`src/design/uart_rx_cfg.svh`:
```
// register offsets, field positions and reset values of the receive block
`ifndef UART_RX_CFG_SVH
`define UART_RX_CFG_SVH
`define A_DATA 12'h000
`define A_STAT 12'h004
`define A_LCTL 12'h01C
`define A_BAUD 12'h024
`define A_IEN 12'h038
`define A_IRAW 12'h03C
`define A_IMSK 12'h040
`define A_ICLR 12'h044
`define F_FE 0
`define F_PE 1
`define F_BE 2
`define F_OE 3
`define E_FE 8
`define E_PE 9
`define E_BE 10
`define L_PEN 1
`define L_EPS 2
`define L_FEN 4
`define L_SPS 7
`define OVS_MID 4'h7
`define OVS_LAST 4'hF
`define RST_BAUD 16'h001A
`define RST_LCTL 8'h00
`define RST_FLAGS 4'h0
`define RST_WORD 32'h0000_0000
`endif

```
`src/design/uart_rx_pkg.sv`:
```
// shared types of the receive block
`default_nettype none
package uart_rx_pkg;
    typedef enum logic [2:0] {
        RX_IDLE, RX_START, RX_BITS, RX_PAR, RX_STOP, RX_BRKWAIT
    } rx_state_e;
    typedef logic [7:0] char_t;
endpackage
`default_nettype wire

```
`src/design/rx_char_if.sv`:
```
// one received character with its error flags, deframer to register side
`timescale 1ns/1ps
`default_nettype none
interface rx_char_if;
    logic valid;
    uart_rx_pkg::char_t data;
    logic fe;
    logic pe;
    logic be;
    modport src(output valid, data, fe, pe, be);
    modport dst(input valid, data, fe, pe, be);
endinterface
`default_nettype wire

```
`src/design/rx_fifo.sv`:
```
// receive fifo held in flip-flops; one_deep turns it into a holding register
`timescale 1ns/1ps
`default_nettype none
module rx_fifo #(
    parameter int W = 11,
    parameter int DEPTH = 16,
    parameter int AW = 4
) (
    input wire logic clk,
    input wire logic rst,
    input wire logic push,
    input wire logic [W-1:0] wdata,
    input wire logic pop,
    input wire logic one_deep,
    output logic full,
    output logic empty,
    output logic [W-1:0] head
);
    logic [W-1:0] mem_reg [DEPTH];
    logic [AW-1:0] wr_reg;
    logic [AW-1:0] rd_reg;
    logic [AW:0] cnt_reg;
    wire do_push;
    wire do_pop;

    // depth must be a power of two so the pointers wrap on their own
    assign empty = cnt_reg == '0;
    assign full = one_deep ? !empty : (cnt_reg == (AW+1)'(DEPTH));
    assign do_push = push && !full;
    assign do_pop = pop && !empty;
    assign head = mem_reg[rd_reg];

    always_ff @(posedge clk) begin
        if (do_push) begin
            mem_reg[wr_reg] <= wdata;
        end
    end

    always_ff @(posedge clk) begin
        if (rst) begin
            wr_reg <= '0;
            rd_reg <= '0;
            cnt_reg <= '0;
        end else begin
            wr_reg <= wr_reg + AW'(do_push);
            rd_reg <= rd_reg + AW'(do_pop);
            cnt_reg <= cnt_reg + (AW+1)'(do_push) - (AW+1)'(do_pop);
        end
    end
endmodule // rx_fifo
`default_nettype wire

```
`src/design/rx_deframer.sv`:
```
// serial receiver: 16x oversampling, parity and stop checks, break capture
`timescale 1ns/1ps
`default_nettype none
`include "uart_rx_cfg.svh"
module rx_deframer (
    input wire logic clk,
    input wire logic rst,
    input wire logic rxd,
    input wire logic [15:0] baud_div,
    input wire logic par_en,
    input wire logic par_even,
    input wire logic par_stick,
    rx_char_if.src ch
);
    uart_rx_pkg::rx_state_e state_reg, state_next;
    logic [15:0] div_reg;
    logic [3:0] ovs_reg, ovs_next;
    logic [2:0] bit_reg, bit_next;
    logic [7:0] shift_reg, shift_next;
    logic par_reg, par_next;
    logic emit;
    wire tick;
    wire mid;
    wire samp;
    wire is_break;

    function automatic logic parity_bit(input logic [7:0] d,
                                        input logic even,
                                        input logic stick);
        parity_bit = stick ? !even : (even ? ^d : ~^d);
    endfunction

    // >= so a lowered divider takes effect at once, not after a wrap
    assign tick = div_reg >= baud_div;
    assign mid = tick && ovs_reg == `OVS_MID;
    assign samp = tick && ovs_reg == `OVS_LAST;
    // whole frame low, stop bit included
    assign is_break = !rxd && shift_reg == '0 && !(par_en && par_reg);

    always_ff @(posedge clk) begin
        if (rst || tick) begin
            div_reg <= '0;
        end else begin
            div_reg <= div_reg + 16'h0001;
        end
    end

    always_comb begin
        state_next = state_reg;
        ovs_next = tick ? ovs_reg + 4'h1 : ovs_reg;
        bit_next = bit_reg;
        shift_next = shift_reg;
        par_next = par_reg;
        emit = 1'b0;
        case (state_reg)
            uart_rx_pkg::RX_IDLE: begin
                ovs_next = '0;
                if (!rxd) begin
                    state_next = uart_rx_pkg::RX_START;
                    bit_next = '0;
                    par_next = 1'b0;
                end
            end
            uart_rx_pkg::RX_START: begin
                // a start bit that is high at its centre was a glitch
                if (mid) begin
                    state_next = rxd ? uart_rx_pkg::RX_IDLE
                                     : uart_rx_pkg::RX_BITS;
                    ovs_next = '0;
                end
            end
            uart_rx_pkg::RX_BITS: begin
                if (samp) begin
                    shift_next = {rxd, shift_reg[7:1]};
                    bit_next = bit_reg + 3'h1;
                    if (bit_reg == 3'h7) begin
                        state_next = par_en ? uart_rx_pkg::RX_PAR
                                            : uart_rx_pkg::RX_STOP;
                    end
                end
            end
            uart_rx_pkg::RX_PAR: begin
                if (samp) begin
                    par_next = rxd;
                    state_next = uart_rx_pkg::RX_STOP;
                end
            end
            uart_rx_pkg::RX_STOP: begin
                if (samp) begin
                    emit = 1'b1;
                    state_next = is_break ? uart_rx_pkg::RX_BRKWAIT
                                          : uart_rx_pkg::RX_IDLE;
                end
            end
            uart_rx_pkg::RX_BRKWAIT: begin
                if (rxd) begin
                    state_next = uart_rx_pkg::RX_IDLE;
                end
            end
            default: state_next = uart_rx_pkg::RX_IDLE;
        endcase
    end

    always_ff @(posedge clk) begin
        if (rst) begin
            state_reg <= uart_rx_pkg::RX_IDLE;
            ovs_reg <= '0;
            bit_reg <= '0;
            shift_reg <= '0;
            par_reg <= 1'b0;
        end else begin
            state_reg <= state_next;
            ovs_reg <= ovs_next;
            bit_reg <= bit_next;
            shift_reg <= shift_next;
            par_reg <= par_next;
        end
    end

    always_ff @(posedge clk) begin
        if (rst) begin
            ch.valid <= 1'b0;
            ch.data <= '0;
            ch.fe <= 1'b0;
            ch.pe <= 1'b0;
            ch.be <= 1'b0;
        end else begin
            ch.valid <= emit;
            ch.data <= is_break ? '0 : shift_reg;
            ch.fe <= !is_break && !rxd;
            ch.pe <= !is_break && par_en &&
                     par_reg != parity_bit(shift_reg, par_even, par_stick);
            ch.be <= is_break;
        end
    end

    a_break_zero:
    assert property (@(posedge clk) disable iff (rst)
        ch.valid && ch.be |-> ch.data == 8'h00 && !ch.fe && !ch.pe)
        else $error("break character not all zero");

    a_break_wait:
    assert property (@(posedge clk) disable iff (rst)
        state_reg == uart_rx_pkg::RX_BRKWAIT && !rxd
        |=> state_reg == uart_rx_pkg::RX_BRKWAIT && !ch.valid)
        else $error("receiver left break wait while line low");

    a_stop_good:
    assert property (@(posedge clk) disable iff (rst)
        state_reg == uart_rx_pkg::RX_STOP && samp && rxd
        |=> ch.valid && !ch.fe && !ch.be)
        else $error("good stop bit flagged as fault");

    a_stop_bad:
    assert property (@(posedge clk) disable iff (rst)
        state_reg == uart_rx_pkg::RX_STOP && samp && !rxd && !is_break
        |=> ch.valid && ch.fe)
        else $error("low stop bit not flagged");
endmodule // rx_deframer
`default_nettype wire

```
`src/design/uart_rx_err_top.sv`:
```
// uart receive data and error status block with apb register slave
//
// Behaviour
// - Reading the data field returns the received character and writing it hands a character to the transmitter.
// - A character whose stop bit is low raises the stop-bit fault at data bit 8 and status bit 0.
// - A parity bit that disagrees with line control bits 2 and 7 raises the mismatch flag at data bit 9 and status bit 1.
// - A line held low for longer than a whole frame raises the break flag at data bit 10 and status bit 2.
// - A break pushes exactly one all-zero character however long it lasts.
// - After a break no character is taken until the line goes high and a new start bit is seen.
// - A character arriving at a full fifo sets overrun at data bit 11 and status bit 3 and leaves the fifo alone.
// - The data register overrun bit drops as soon as the fifo has a free place.
// - Any write to the error clear register clears all four status flags except those carried by the character at the fifo head.
// - Frame, parity and break flags in the data field belong to the character at the head of the fifo and move with it; the status flags collect them until cleared.
// - Frame, parity, break and overrun errors raise an error interrupt readable in raw and masked status.
`timescale 1ns/1ps
`default_nettype none
`include "uart_rx_cfg.svh"
module uart_rx_err_top #(
    parameter int DEPTH = 16,
    parameter int AW = 4
) (
    input wire logic CLK_SYS,
    input wire logic SYS_RST,
    input wire logic PSEL,
    input wire logic PENABLE,
    input wire logic PWRITE,
    input wire logic [11:0] PADDR,
    input wire logic [31:0] PWDATA,
    output logic [31:0] PRDATA,
    output logic PREADY,
    output logic PSLVERR,
    input wire logic RXD,
    output logic [7:0] TX_DATA,
    output logic TX_VALID,
    output logic ERR_IRQ
);
    rx_char_if ch();

    logic [7:0] lctl_reg;
    logic [15:0] baud_reg;
    logic [3:0] stat_reg, stat_next;
    logic [3:0] iraw_reg, iraw_next;
    logic [3:0] ien_reg;
    logic dr_oe_reg, dr_oe_next;
    logic rd_char_reg;
    logic [31:0] prdata_reg;
    logic pready_reg;
    logic pslverr_reg;
    logic [7:0] tx_data_reg;
    logic tx_valid_reg;
    logic irq_reg;
    logic [31:0] rd_val;
    logic mapped;

    wire fifo_full;
    wire fifo_empty;
    wire [10:0] fifo_head;
    wire acc;
    wire fin;
    wire wr_fin;
    wire rd_cap;
    wire hit_data;
    wire hit_stat;
    wire pop;
    wire ovr;
    wire ecr_wr;
    wire iclr_wr;
    wire [3:0] head_err;
    wire [3:0] new_err;
    wire [7:0] wdata_lo;

    rx_deframer u_deframer (
        .clk(CLK_SYS),
        .rst(SYS_RST),
        .rxd(RXD),
        .baud_div(baud_reg),
        .par_en(lctl_reg[`L_PEN]),
        .par_even(lctl_reg[`L_EPS]),
        .par_stick(lctl_reg[`L_SPS]),
        .ch(ch)
    );

    // a full fifo refuses the push, so the stored entries stay valid
    rx_fifo #(.W(11), .DEPTH(DEPTH), .AW(AW)) u_fifo (
        .clk(CLK_SYS),
        .rst(SYS_RST),
        .push(ch.valid),
        .wdata({ch.be, ch.pe, ch.fe, ch.data}),
        .pop(pop),
        .one_deep(!lctl_reg[`L_FEN]),
        .full(fifo_full),
        .empty(fifo_empty),
        .head(fifo_head)
    );

    // apb: one wait state, writes and pops happen at the pready edge
    assign acc = PSEL && PENABLE;
    assign fin = acc && pready_reg;
    assign wr_fin = fin && PWRITE;
    assign rd_cap = acc && !pready_reg && !PWRITE;
    assign hit_data = PADDR == `A_DATA;
    assign hit_stat = PADDR == `A_STAT;
    assign ecr_wr = wr_fin && hit_stat;
    assign iclr_wr = wr_fin && PADDR == `A_ICLR;
    assign wdata_lo = PWDATA[7:0];
    // only a read that captured a real character may consume it
    assign pop = fin && !PWRITE && hit_data && rd_char_reg;

    assign ovr = ch.valid && fifo_full;
    assign head_err = fifo_empty ? 4'h0
                    : {1'b0, fifo_head[`E_BE], fifo_head[`E_PE],
                       fifo_head[`E_FE]};
    assign new_err = {ovr, ch.valid && ch.be, ch.valid && ch.pe,
                      ch.valid && ch.fe};

    // set wins over a clear in the same cycle
    assign stat_next = (stat_reg & ~{4{ecr_wr}}) | head_err
                     | {ovr, 3'b000};
    assign iraw_next = (iraw_reg & ~({4{iclr_wr}} & PWDATA[3:0]))
                     | new_err;
    assign dr_oe_next = ovr | (dr_oe_reg & fifo_full);

    always_comb begin
        rd_val = `RST_WORD;
        mapped = 1'b1;
        if (hit_data) begin
            rd_val = {20'h0_0000, dr_oe_reg,
                      fifo_empty ? 11'h000 : fifo_head};
        end else if (hit_stat) begin
            rd_val = {28'h000_0000, stat_reg};
        end else if (PADDR == `A_LCTL) begin
            rd_val = {24'h00_0000, lctl_reg};
        end else if (PADDR == `A_BAUD) begin
            rd_val = {16'h0000, baud_reg};
        end else if (PADDR == `A_IEN) begin
            rd_val = {28'h000_0000, ien_reg};
        end else if (PADDR == `A_IRAW) begin
            rd_val = {28'h000_0000, iraw_reg};
        end else if (PADDR == `A_IMSK) begin
            rd_val = {28'h000_0000, iraw_reg & ien_reg};
        end else if (PADDR == `A_ICLR) begin
            rd_val = `RST_WORD;
        end else begin
            mapped = 1'b0;
        end
    end

    always_ff @(posedge CLK_SYS) begin
        if (SYS_RST) begin
            pready_reg <= 1'b0;
            pslverr_reg <= 1'b0;
            prdata_reg <= `RST_WORD;
            rd_char_reg <= 1'b0;
        end else begin
            pready_reg <= acc && !pready_reg;
            pslverr_reg <= acc && !pready_reg && !mapped;
            if (rd_cap) begin
                prdata_reg <= rd_val;
                rd_char_reg <= hit_data && !fifo_empty;
            end
        end
    end

    always_ff @(posedge CLK_SYS) begin
        if (SYS_RST) begin
            lctl_reg <= `RST_LCTL;
            baud_reg <= `RST_BAUD;
            ien_reg <= `RST_FLAGS;
        end else if (wr_fin) begin
            if (PADDR == `A_LCTL) begin
                lctl_reg <= wdata_lo;
            end else if (PADDR == `A_BAUD) begin
                baud_reg <= PWDATA[15:0];
            end else if (PADDR == `A_IEN) begin
                ien_reg <= PWDATA[3:0];
            end
        end
    end

    always_ff @(posedge CLK_SYS) begin
        if (SYS_RST) begin
            tx_data_reg <= '0;
            tx_valid_reg <= 1'b0;
        end else begin
            tx_valid_reg <= wr_fin && hit_data;
            if (wr_fin && hit_data) begin
                tx_data_reg <= wdata_lo;
            end
        end
    end

    always_ff @(posedge CLK_SYS) begin
        if (SYS_RST) begin
            stat_reg <= `RST_FLAGS;
            iraw_reg <= `RST_FLAGS;
            dr_oe_reg <= 1'b0;
            irq_reg <= 1'b0;
        end else begin
            stat_reg <= stat_next;
            iraw_reg <= iraw_next;
            dr_oe_reg <= dr_oe_next;
            irq_reg <= |(iraw_reg & ien_reg);
        end
    end

    assign PRDATA = prdata_reg;
    assign PREADY = pready_reg;
    assign PSLVERR = pslverr_reg;
    assign TX_DATA = tx_data_reg;
    assign TX_VALID = tx_valid_reg;
    assign ERR_IRQ = irq_reg;

    a_tx_handoff:
    assert property (@(posedge CLK_SYS) disable iff (SYS_RST)
        wr_fin && hit_data
        |=> TX_VALID && TX_DATA == $past(wdata_lo) ##1 !TX_VALID)
        else $error("written character not handed to transmitter");

    a_read_char:
    assert property (@(posedge CLK_SYS) disable iff (SYS_RST)
        rd_cap && hit_data && !fifo_empty
        |=> PRDATA[10:0] == $past(fifo_head) && PREADY)
        else $error("data read does not show head character");

    a_overrun_set:
    assert property (@(posedge CLK_SYS) disable iff (SYS_RST)
        ovr |=> stat_reg[`F_OE] && dr_oe_reg && iraw_reg[`F_OE])
        else $error("overrun not flagged");

    a_head_kept:
    assert property (@(posedge CLK_SYS) disable iff (SYS_RST)
        ovr && !pop |=> fifo_full && $stable(fifo_head))
        else $error("full fifo disturbed by overrun");

    a_oe_release:
    assert property (@(posedge CLK_SYS) disable iff (SYS_RST)
        dr_oe_reg && !fifo_full && !ovr |=> !dr_oe_reg)
        else $error("overrun bit kept with free fifo space");

    a_clear_all:
    assert property (@(posedge CLK_SYS) disable iff (SYS_RST)
        ecr_wr && fifo_empty && !ovr |=> stat_reg == 4'h0)
        else $error("error clear left status flags set");

    a_head_flags:
    assert property (@(posedge CLK_SYS) disable iff (SYS_RST)
        !fifo_empty && fifo_head[`E_PE] |=> stat_reg[`F_PE])
        else $error("head parity flag not reported");

    a_err_irq:
    assert property (@(posedge CLK_SYS) disable iff (SYS_RST)
        ch.valid && ch.fe && ien_reg[`F_FE] && !wr_fin
        |=> iraw_reg[`F_FE] ##1 ERR_IRQ)
        else $error("frame error did not raise interrupt");

    a_one_deep:
    assert property (@(posedge CLK_SYS) disable iff (SYS_RST)
        !lctl_reg[`L_FEN] && !fifo_empty |-> fifo_full)
        else $error("holding place not treated as one entry");

    a_par_flag:
    assert property (@(posedge CLK_SYS) disable iff (SYS_RST)
        ch.valid && ch.pe |=> iraw_reg[`F_PE])
        else $error("parity mismatch not raised");

    a_brk_flag:
    assert property (@(posedge CLK_SYS) disable iff (SYS_RST)
        ch.valid && ch.be |=> iraw_reg[`F_BE])
        else $error("break not raised");

    a_fe_stat:
    assert property (@(posedge CLK_SYS) disable iff (SYS_RST)
        !fifo_empty && fifo_head[`E_FE] |=> stat_reg[`F_FE])
        else $error("head stop-bit fault not reported");

    a_push_head:
    assert property (@(posedge CLK_SYS) disable iff (SYS_RST)
        ch.valid && fifo_empty |=> !fifo_empty &&
        fifo_head == $past({ch.be, ch.pe, ch.fe, ch.data}))
        else $error("character and flags not at fifo head");

    a_pop_char:
    assert property (@(posedge CLK_SYS) disable iff (SYS_RST)
        pop |-> !fifo_empty)
        else $error("read popped an empty fifo");

    a_read_empty:
    assert property (@(posedge CLK_SYS) disable iff (SYS_RST)
        rd_cap && hit_data && fifo_empty |=> PRDATA[10:0] == 11'h000)
        else $error("empty fifo read shows a character");

    a_ready_pulse:
    assert property (@(posedge CLK_SYS) disable iff (SYS_RST)
        PREADY |=> !PREADY)
        else $error("ready held longer than one cycle");

    a_slverr_ready:
    assert property (@(posedge CLK_SYS) disable iff (SYS_RST)
        PSLVERR |-> PREADY)
        else $error("slave error without ready");

    a_oe_cause:
    assert property (@(posedge CLK_SYS) disable iff (SYS_RST)
        $rose(stat_reg[`F_OE]) |-> $past(ovr))
        else $error("overrun status set without overrun");

    a_dr_oe_cause:
    assert property (@(posedge CLK_SYS) disable iff (SYS_RST)
        $rose(dr_oe_reg) |-> $past(ovr))
        else $error("data overrun bit set without overrun");

    a_oe_held:
    assert property (@(posedge CLK_SYS) disable iff (SYS_RST)
        stat_reg[`F_OE] && !ecr_wr |=> stat_reg[`F_OE])
        else $error("overrun status dropped without clear");

    a_ecr_any:
    assert property (@(posedge CLK_SYS) disable iff (SYS_RST)
        ecr_wr && !ovr |=> !stat_reg[`F_OE])
        else $error("error clear kept overrun status");

    a_raw_held:
    assert property (@(posedge CLK_SYS) disable iff (SYS_RST)
        iraw_reg[`F_FE] && !iclr_wr |=> iraw_reg[`F_FE])
        else $error("raw frame interrupt dropped without clear");

    a_raw_clear:
    assert property (@(posedge CLK_SYS) disable iff (SYS_RST)
        iclr_wr && new_err == 4'h0
        |=> (iraw_reg & $past(PWDATA[3:0])) == 4'h0)
        else $error("interrupt clear left raw bits set");

    a_tx_quiet:
    assert property (@(posedge CLK_SYS) disable iff (SYS_RST)
        !(wr_fin && hit_data) |=> !TX_VALID)
        else $error("transmit strobe without data write");

    a_tx_held:
    assert property (@(posedge CLK_SYS) disable iff (SYS_RST)
        !(wr_fin && hit_data) |=> $stable(TX_DATA))
        else $error("transmit character changed without write");

    a_hold_fill:
    assert property (@(posedge CLK_SYS) disable iff (SYS_RST)
        !lctl_reg[`L_FEN] && fifo_empty && ch.valid && !wr_fin
        |=> fifo_full)
        else $error("holding place not full after a character");
endmodule // uart_rx_err_top
`default_nettype wire

```
`config.mk`:
```
export PLATFORM = sky130hd
export DESIGN_NAME = uart_rx_err_top
export DESIGN_NICKNAME = d
export VERILOG_FILES = /design/src/design/uart_rx_pkg.sv /design/src/design/rx_char_if.sv /design/src/design/rx_fifo.sv /design/src/design/rx_deframer.sv /design/src/design/uart_rx_err_top.sv
export VERILOG_INCLUDE_DIRS = /design/src /design/src/design
export SDC_FILE = /design/constraint.sdc
export NUM_CORES = 1
export LEC_CHECK = 0
export BUFFER_PORTS_ARGS = -buffer_cell sky130_fd_sc_hd__buf_2
export CELL_PAD_IN_SITES_DETAIL_PLACEMENT = 0
export CELL_PAD_IN_SITES_GLOBAL_PLACEMENT = 2
export CORE_MARGIN = 5
export CORE_UTILIZATION = 44
export CTS_BUF_LIST = sky130_fd_sc_hd__clkbuf_4 sky130_fd_sc_hd__clkbuf_8
export CTS_CLUSTER_SIZE = 28
export DETAILED_ROUTE_END_ITERATION = 16
export PLACE_DENSITY_LB_ADDON = 0.1
export SYNTH_ARGS = -nofsm -noshare
export SYNTH_HDL_FRONTEND = slang
export SYNTH_SLANG_ARGS = --single-unit
```
`constraint.sdc`:
```
create_clock -name CLK_SYS -period 4.1 [get_ports CLK_SYS]
set_input_delay 0 -clock CLK_SYS [delete_from_list [all_inputs] [get_ports CLK_SYS]]
set_output_delay 0 -clock CLK_SYS [all_outputs]
set_load 0.01 [all_outputs]
```
==> results of run 1 <==
[placed cells by master (no fill, tap or decap), drive strengths merged, types with 8 or more instances in the layout]
cell type and n:
ha 34, buf 95, mux4 55, a22oi 16
and3 14, nand4 9, xor2 15, xnor2 13
nand3 19, a21oi 32, edfxtp 176, nor2b 10
nor2 125, dfxtp 126, mux2i 43, clkbuf 81
nand2 53, o21ai 12, nor3 15, dlygate4sd3 27
conb 16, inv 40, and2 11, clkinv 8
[metrics by stage]
| step | setup WS (ps) | total power, W | area (um^2) | instances |
|---|---|---|---|---|
| 5_1_grt | 610 | 0.00635 | 14800 | 1499 |
| 2_1_floorplan | 1030 | 0.00338 | 12700 | 956 |
| 6_report | 836 | 0.00611 | 14800 | 1499 |
| 3_3_place_gp | 872 | 0.00343 | 13400 | 1379 |
| 4_1_cts | 827 | 0.00620 | 14800 | 1499 |
| 3_5_place_dp | 856 | 0.00343 | 13400 | 1379 |
[path summary, 6_finish.rpt]
path,end,slack (ps),depth (start not counted)
min,PRDATA[11],110,5
min reg2reg,u_deframer.bit_reg[1],460,2
max reg2reg,u_fifo.cnt_reg[4],840,16
max,u_fifo.cnt_reg[4],840,16
[tightest hold or removal path: cells and delay by family]
| family | cells | cell delay [ps] |
|---|---|---|
| buffers and inverters | 1 | 100 |
| and+or+nand+nor | 4 | 510 |
[cells by family (layout without fill, tap and decap cells)]
group	after synthesis	in the layout	share of synthesized area, %
other cells	1	16	0.0297
xor+xnor	28	28	1.94
flops	302	302	61.9
compound gates	96	96	5.05
simple gates	287	287	10.9
mux	98	98	13.2
buf+inv	94	253	3.45
fa+ha+maj	35	35	3.53
[Yosys cell counts (2+ instances only)]
library cell,instances
mux2i_1,43
nor2_1,125
a211o_1,3
or3_1,5
buf_2,6
inv_1,38
o21ai_0,12
nand2b_1,6
o22ai_1,4
or2_2,5
nand4_1,9
o31ai_1,5
a22oi_1,16
buf_1,5
edfxtp_1,176
clkbuf_1,26
dfxtp_1,126
buf_4,18
and3_1,14
nor2b_1,10
a211oi_1,2
a2111oi_0,2
nor3_1,14
a21oi_1,32
nand3_1,18
and2_1,11
xnor2_1,13
nand2_1,52
ha_1,34
mux4_2,55
nor3b_1,3
a222oi_1,6
xor2_1,15
nor4_1,4
a221oi_1,5
nand3b_1,2
[power by group]
part	internal, W	switching (W)	total (W)
Combinational	0.0000660	0.0000971	0.000163
Clock	0.00155	0.00118	0.00273
Sequential	0.00319	0.0000268	0.00322
Total	0.00481	0.00130	0.00611
[cell type report]
type                    count  area [um^2]  area share, %
repair buffers            122          833           5.65
clock buffers              81          958           6.50
multi-input cells         560         4430           30.0
well taps                 384          480           3.26
inverters                  38          143          0.967
clock inverters            12          100          0.678
flip-flops and latches    302         7810           52.9
[routing by layer]
| metal | share of wire [%] | global-route usage [%] |
|---|---|---|
| met1 | 48 | 27.3 |
| met2 | 46 | 28.6 |
| met3 | 4.4 | 3.02 |
| met4 | 2.1 | 5.49 |
| met5 | 0 | 0 |
==> flow_summary.ini, run 1 <==
[global_routing]
grt_pass1_vias = 7695
grt_max_degree = 41
track_usage_pct = 18.5
overflow = 0
grt_pass1_wl_mm = 45.4
antenna_found_initial = 0

[route]
num_vias = 7674
drtIter0Drc = 575
finalWirelength_mm = 29.5
vias_per_cell = 5.12
route.detailed.drc = 0
wl_per_cell_um = 19.7
dr.pass1.iters = 7
antenna_left = 0

[worst_setup_path]
crit_family = simple AND/OR/NAND/NOR gates
max_stage_delay_ps = 450
cp.arrival_ps = 3760
r2r-start = u_fifo.cnt_reg[3]
slowest_stage = or3b_2
critical_path.startpoint = u_fifo.cnt_reg[3]
cp_common_cell = inv_1
cp-end-kind = flop
path_cells = inv_1 > ha_1 > or3b_2 > or2_2 > nand4_1 > nor4_1 > ha_1 > inv_1 > ha_1 > inv_1 > fa_1 > inv_1 > a21oi_1 > nor2_1 > or3_1 > a21oi_1
cp_num_buf_inv = 4
critPathLaunchType = flop
crit_fanout = 6
critPathKind = reg -> reg
cp_data_required_time_ps = 4590

[clocking]
cts_resized = 0
postCtsSetupBuffers = 0
root_buffer = clkbuf_8
htree_levels = 2
clockBufferDepth = 3
cts_tree = done
cts_sinks = 302
insertion_delay_ps = 580
hold_buffers = 27
cts_buffers = 51
cts.clk_slew.worst_paths_ps = 50

[layout]
nFillCells = 2534
drive_above_1_share_pct = 22.9
area_growth_pct = 16.9
largest_reg_flops = 176
postLayoutCoreUtil_pct = 51.8
antennaDiodeCount = 0
finalNetCount = 1160

[floorplan]
initial_core_util_pct = 44.3
ioPinCount = 94
die_x_um = 179
fp.dieArea_um2 = 32200
core_um2 = 28500
core.rowCount = 62
die_h_um = 179

[synthesis]
synth_top_area_share_pct = 41.9
synth_area_um2 = 12600
yosysTopAreaCell = edfxtp_1
synth-edff-count = 176
ys_warn_count = 0
seq_area_frac_synth_pct = 61.9
synth_ff_type = edfxtp_1
syn_area_per_cell_um2 = 13.4
ys_async_sr_fraction_pct = 0
synth_seq_cells = 302
postSynthCellCount = 941
synth_area_leaders = edfxtp_1 (42%), dfxtp_1 (20%), mux4_2 (9.8%)
synth.distinct_cells = 57

[sta]
worst_clock_skew_ps = 21.0
setup_tns_ps = 0
setup_viol = 0
period_needed_ps = 3260
worst_pin_slew_ps = 1110
finalCritPeriodShare_pct = 79.6
hold_viol = 0
max_freq_mhz = 306
rsz0062_at_grt = false
slew-limit-headroom_pct = 25.7
whs_ps = 108
maxSlewViolCount = 0

[pwr]
p_leak_nw = 5.26
peakVddDrop_mv = 0.204
power_density_nw_per_um2 = 414

[placement]
portBuffers = 61
dp_hpwl_mm = 19.7
gp_congestion = 0.752

[hold_path]
hp-start = PSEL
min_path_type = in -> reg

[flow_run]
drv_cap = 0

[outcome]
outcome = complete, no violations
No activity file was read; power rests on OpenSTA's default activity.
==> run 2: changes to the inputs <==
--- a/config.mk
+++ b/config.mk
@@ -10,7 +10,7 @@
 export CELL_PAD_IN_SITES_DETAIL_PLACEMENT = 0
 export CELL_PAD_IN_SITES_GLOBAL_PLACEMENT = 2
 export CORE_MARGIN = 5
-export CORE_UTILIZATION = 44
+export CORE_UTILIZATION = 40
 export CTS_BUF_LIST = sky130_fd_sc_hd__clkbuf_4 sky130_fd_sc_hd__clkbuf_8
 export CTS_CLUSTER_SIZE = 28
 export DETAILED_ROUTE_END_ITERATION = 16
==> constraint.sdc (replaced) <==
create_clock -name CLK_SYS -period 2.8 [get_ports CLK_SYS]
set_input_delay 0 -clock CLK_SYS [delete_from_list [all_inputs] [get_ports CLK_SYS]]
set_output_delay 0 -clock CLK_SYS [all_outputs]
set_load 0.01 [all_outputs]
==> flow_summary.ini, run 2 (same netlist as run 1, synthesis figures left out) <==
[outcome]
outcome = finished, violations left
failed_checks = negative setup slack

[floorplan]
core.rowCount = 65
core_um2 = 31300
initial_core_util_pct = 40.3
die_x_um = 188
die_h_um = 188
ioPinCount = 94
fp.dieArea_um2 = 35200

[global_routing]
antenna_found_initial = 0
grt_max_degree = 47
gr-usage-met3_pct = 3.26
overflow = 0
grtUsageMet2_pct = 26.9
track_usage_pct = 17.4
use_met1_pct = 25.5
grt_pass1_vias = 7981
grt_pass1_wl_mm = 47.8
grt-busiest-layer = met2

[sta]
worst_slack_ps = -2.89
setup_viol = 1
whs_ps = 187
slew-limit-headroom_pct = 50.5
period_needed_ps = 2800
worst_pin_slew_ps = 742
finalCritPeriodShare_pct = 100
maxSlewViolCount = 0
worst_clock_skew_ps = 28.8
rsz0062_at_grt = true
max_freq_mhz = 357
hold_viol = 0

[hold_path]
hp-start = PADDR[9]
min_path_type = in -> reg

[worst_setup_path]
slowest_stage = or3b_4
crit_fanout = 2
cp_num_buf_inv = 4
cp_common_cell = inv_2
cp-end-kind = flop
critPathKind = reg -> reg
critical_path.startpoint = u_fifo.cnt_reg[2]
path_cells = inv_2 > ha_4 > or3b_4 > or2_4 > nand4_1 > nor4_4 > ha_1 > inv_1 > ha_2 > inv_2 > fa_2 > inv_2 > a21oi_2 > nor2_1 > or3_1 > a21oi_1
max_stage_delay_ps = 370
cp_data_required_time_ps = 3290
r2r-start = u_fifo.cnt_reg[2]
crit_family = simple AND/OR/NAND/NOR gates
cp.arrival_ps = 3290
critPathLaunchType = flop

[pwr]
power_density_nw_per_um2 = 598
p_total_w = 0.00909
peakVddDrop_mv = 0.322
p_leak_nw = 5.50

[layout]
area_growth_pct = 20.6
largest_reg_flops = 176
drive_above_1_share_pct = 26.6
nFillCells = 2832
finalNetCount = 1196
layout_common_cells = edfxtp_1 (176), nor2_1 (125), dfxtp_1 (122), buf_4 (64), clkbuf_8 (61)
final_common_cell = edfxtp_1
antennaDiodeCount = 0

[route]
route.detailed.drc = 0
num_vias = 7885
dr.pass1.iters = 6
vias_per_cell = 5.07
antenna_left = 0
drtIter0Drc = 459
wl_per_cell_um = 19.6
finalWirelength_mm = 30.4

[placement]
dp_hpwl_mm = 20.7
portBuffers = 61
gp_congestion = 0.764

[clocking]
cts_tree = done
insertion_delay_ps = 590
clockBufferDepth = 3
cts_buffers = 52
cts_sinks = 302
htree_levels = 2
cts.clk_slew.worst_paths_ps = 60
root_buffer = clkbuf_8

[flow_run]
drv_cap = 0
## run 2: cell count changes in the layout (fill, tap and decap cells not counted), sizes merged
| cell | before | now |
|---|---|---|
| clkinv | 8 | 11 |
| buf | 95 | 129 |
| dlygate4sd3 | 27 | 28 |
| inv | 40 | 39 |
## run 2: worst reg2reg max path, stage by stage, from the launching register on
cell	delay [ps]
dfxtp_2	320
inv_2	70
ha_4	120
or3b_4	370
or2_4	240
nand4_1	140
nor4_4	60
ha_1	280
inv_1	40
ha_2	180
inv_2	50
fa_2	200
inv_2	40
a21oi_2	100
nor2_1	60
or3_1	330
a21oi_1	130
## run 2: power by group
group	switching [W]	internal [W]
logic	0.000148	0.000107
clock network	0.00178	0.00235
registers	0.0000388	0.00467
## run 2: path summary, 6_finish.rpt
kind / to / slack, ps / cells past startpoint
setup / recovery: u_fifo.cnt_reg[4] / -3 / 16
hold / removal: iraw_reg[0] / 190 / 8
setup reg to reg: u_fifo.cnt_reg[4] / -3 / 16
hold reg to reg: stat_reg[3] / 460 / 2
## run 2: stage by stage
stage	setup WS (ps)	instance area, um^2	util (%)	setup TNS (ps)	std cells
detailed placement	-82.2	13800	44.0	-82.2	1430
global placement	-54.9	13800	44.0	-54.9	1430
global route	-125	15200	48.6	-125	1554
floorplan	1.27	12700	-	0	956
finish	-2.89	15200	48.6	-2.89	1554
CTS	-26.3	15200	48.5	-26.3	1554
## run 2: routing by layer
layer | vias to the layer above | part of all wire [%]
met5 | - | 0
met4 | 0 | 1.9
met3 | 54 | 4.3
met2 | 158 | 45
met1 | 3870 | 48
li1 | 3803 | -
## run 2: final cells by class
class,instances,area [um^2],share of cell area [%]
multi-input combinational,560,4500,29.6
clock inverter,14,116,0.765
clock buffer,81,990,6.51
inverter,38,143,0.938
tap,402,503,3.31
sequential,302,7810,51.4
timing repair buffer,157,1150,7.58
## run 2: repair_timing
| action | in CTS | in global routing |
|---|---|---|
| cloned | 0 | 0 |
| setup buffers | 1 | 0 |
| resized for setup | 1 | 10 |
| hold buffers | 28 | 0 |
| pin swaps | 1 | 2 |
| endpoints found under the setup margin | 2 | 20 |
| hold endpoints to repair | 58 | 0 |
==> run 3: changes to the inputs <==
--- a/config.mk
+++ b/config.mk
@@ -10,10 +10,11 @@
 export CELL_PAD_IN_SITES_DETAIL_PLACEMENT = 0
 export CELL_PAD_IN_SITES_GLOBAL_PLACEMENT = 2
 export CORE_MARGIN = 5
-export CORE_UTILIZATION = 40
+export CORE_UTILIZATION = 44
 export CTS_BUF_LIST = sky130_fd_sc_hd__clkbuf_4 sky130_fd_sc_hd__clkbuf_8
 export CTS_CLUSTER_SIZE = 28
 export DETAILED_ROUTE_END_ITERATION = 16
+export GPL_TIMING_DRIVEN = 0
 export PLACE_DENSITY_LB_ADDON = 0.1
 export SYNTH_ARGS = -nofsm -noshare
 export SYNTH_HDL_FRONTEND = slang
==> constraint.sdc (replaced) <==
create_clock -name CLK_SYS -period 3.1 [get_ports CLK_SYS]
set_input_delay 0 -clock CLK_SYS [delete_from_list [all_inputs] [get_ports CLK_SYS]]
set_output_delay 0 -clock CLK_SYS [all_outputs]
set_load 0.01 [all_outputs]
==> flow_summary.ini, run 3 (same netlist as run 1, synthesis figures left out) <==
[outcome]
outcome = complete, no violations

[placement]
portBuffers = 61
dpl_cell_area_um2 = 13500
pre_cts_ws_ps = -841
gp_congestion = 0.805
dp_hpwl_mm = 21.1

[sta]
max_freq_mhz = 336
worst_slack_ps = 124
slew-limit-headroom_pct = 18.2
hold_viol = 0
period_needed_ps = 2980
worst_clock_skew_ps = 24.3
worst_pin_slew_ps = 1220
setup_viol = 0
finalCritPeriodShare_pct = 96.0
maxSlewViolCount = 0

[clocking]
insertion_delay_ps = 560
cts_tree = done
cts_sinks = 302
htree_levels = 2
root_buffer = clkbuf_8
clockBufferDepth = 3
cts.clk_slew.worst_paths_ps = 60
cts_buffers = 49

[worst_setup_path]
critical_path.startpoint = u_fifo.cnt_reg[2]
r2r_end = u_fifo.mem_reg[13][6]
cp_data_required_time_ps = 3270
r2r-start = u_fifo.cnt_reg[2]
cp.arrival_ps = 3150
reg2reg_slack_ps = 120
critPathKind = reg -> reg
critPathLaunchType = flop
cp-end-kind = flop
worst_r2r_path_depth = 9
crit_fanout = 11

[route]
route.detailed.drc = 0
num_vias = 8028
vias_per_cell = 5.23
antenna_left = 0
drtIter0Drc = 535
finalWirelength_mm = 31.3
wl_per_cell_um = 20.4
dr.pass1.iters = 5

[floorplan]
initial_core_util_pct = 44.3
fp.dieArea_um2 = 32200
core_um2 = 28500
die_x_um = 179
core.rowCount = 62
die_h_um = 179
ioPinCount = 94

[global_routing]
grt_pass1_wl_mm = 47.7
antenna_found_initial = 0
overflow = 0
grt_max_degree = 18
track_usage_pct = 19.8
grt_pass1_vias = 7954

[layout]
final_common_cell = edfxtp_1
postLayoutCoreUtil_pct = 52.8
finalNetCount = 1198
nFillCells = 2495
area_growth_pct = 19.1
drive_above_1_share_pct = 24.4
antennaDiodeCount = 0
final_area_um2 = 15000
largest_reg_flops = 176
multi_input_comb_area_um2 = 4540
final-seq-area_um2 = 7810
layout_common_cells = edfxtp_1 (176), dfxtp_1 (124), nor2_1 (114), buf_2 (67), clkbuf_8 (60)

[pwr]
p_leak_nw = 5.32
p_sw_w = 0.00174
p_comb_share_pct = 3.4
intPower_w = 0.00626
p_clk_share_pct = 43.6
power_frac_seq_pct = 53.0
power_density_nw_per_um2 = 532
peakVddDrop_mv = 0.266
p_sw_share_pct = 21.7

[hold_path]
hold_path_depth = 5
min_path_type = in -> reg
worstHoldEndpoint = PRDATA[11]
hp-start = PENABLE

[flow_run]
drv_cap = 0
-- run 3: changes by cell type in the layout (fill, tap and decap cells not counted), moves of 4 or more --
cell and delta:
buf_6 +4, clkbuf_4 -5, clkinv_1 +4, buf_1 +5, nor2_1 -11, clkbuf_1 +25, buf_2 +7, buf_4 -34
buf_12 -4, nor2_2 +9
-- run 3: metrics by stage --
stage | total power [W] | hold WS [ps] | cells | TNS, ps
finish | 0.00800 | 127 | 1536 | 0
global route | 0.00831 | 144 | 1536 | -10.9
CTS | 0.00809 | 84.1 | 1535 | -1680
detailed placement | 0.00456 | 241 | 1405 | -45930
global placement | 0.00457 | 236 | 1401 | -93070
floorplan | 0.00447 | 96.8 | 956 | 0
-- run 3: final cells by class --
| type | count | share of cell area [%] |
|---|---|---|
| multi-input cells | 560 | 30.3 |
| clock buffers | 75 | 6.25 |
| flip-flops and latches | 302 | 52.0 |
| inverters | 38 | 0.950 |
| repair buffers | 107 | 4.93 |
| plain buffers | 55 | 1.92 |
| clock inverters | 15 | 0.508 |
| well taps | 384 | 3.20 |
-- run 3: repair_timing --
item	CTS	global route
pin swaps	4	8
hold buffers	30	0
endpoints found under the hold margin	54	0
buffers inserted	11	1
endpoints found under the setup margin	165	91
resized for setup	16	15
-- run 3: worst max-delay path: stages (launching register included) --
cell	delay [ps]
dfxtp_2	320
inv_2	70
ha_4	130
or3b_4	370
or2_4	250
nand2_1	100
nand2_1	120
nor2_1	120
nand2_1	140
nor2_1	950
-- run 3: power by group through the flow --
stage	sequential [W]	combinational (W)	clock [W]
after global placement	0.00432	0.000246	0
after CTS	0.00424	0.000271	0.00358
final	0.00424	0.000273	0.00349
after detailed placement	0.00432	0.000242	0
after floorplan	0.00432	0.000152	0
after global routing	0.00424	0.000300	0.00378
-- run 3: layer usage --
metal | part of all wire [%] | global-route usage (%) | up-vias | wire length [um]
li1 | - | - | 3814 | -
met1 | 46 | 28.7 | 3944 | 14400
met2 | 46 | 31.2 | 216 | 14500
met3 | 5.4 | 3.08 | 54 | 1680
met4 | 2.1 | 5.36 | 0 | 673
met5 | 0 | 0 | - | 0
-- run 3: how the worst max path moves through the flow --
| stage | endpoint | slack, ps | cells past startpoint |
|---|---|---|---|
| global placement | u_fifo.mem_reg[0][1] | -1250 | 9 |
| CTS | u_fifo.mem_reg[5][5] | -80 | 9 |
| detailed placement | u_fifo.cnt_reg[4] | -840 | 16 |
| global route | u_fifo.cnt_reg[4] | -10 | 17 |
| floorplan | u_fifo.mem_reg[0][0] | 30 | 9 |
| finish | u_fifo.mem_reg[13][6] | 120 | 9 |
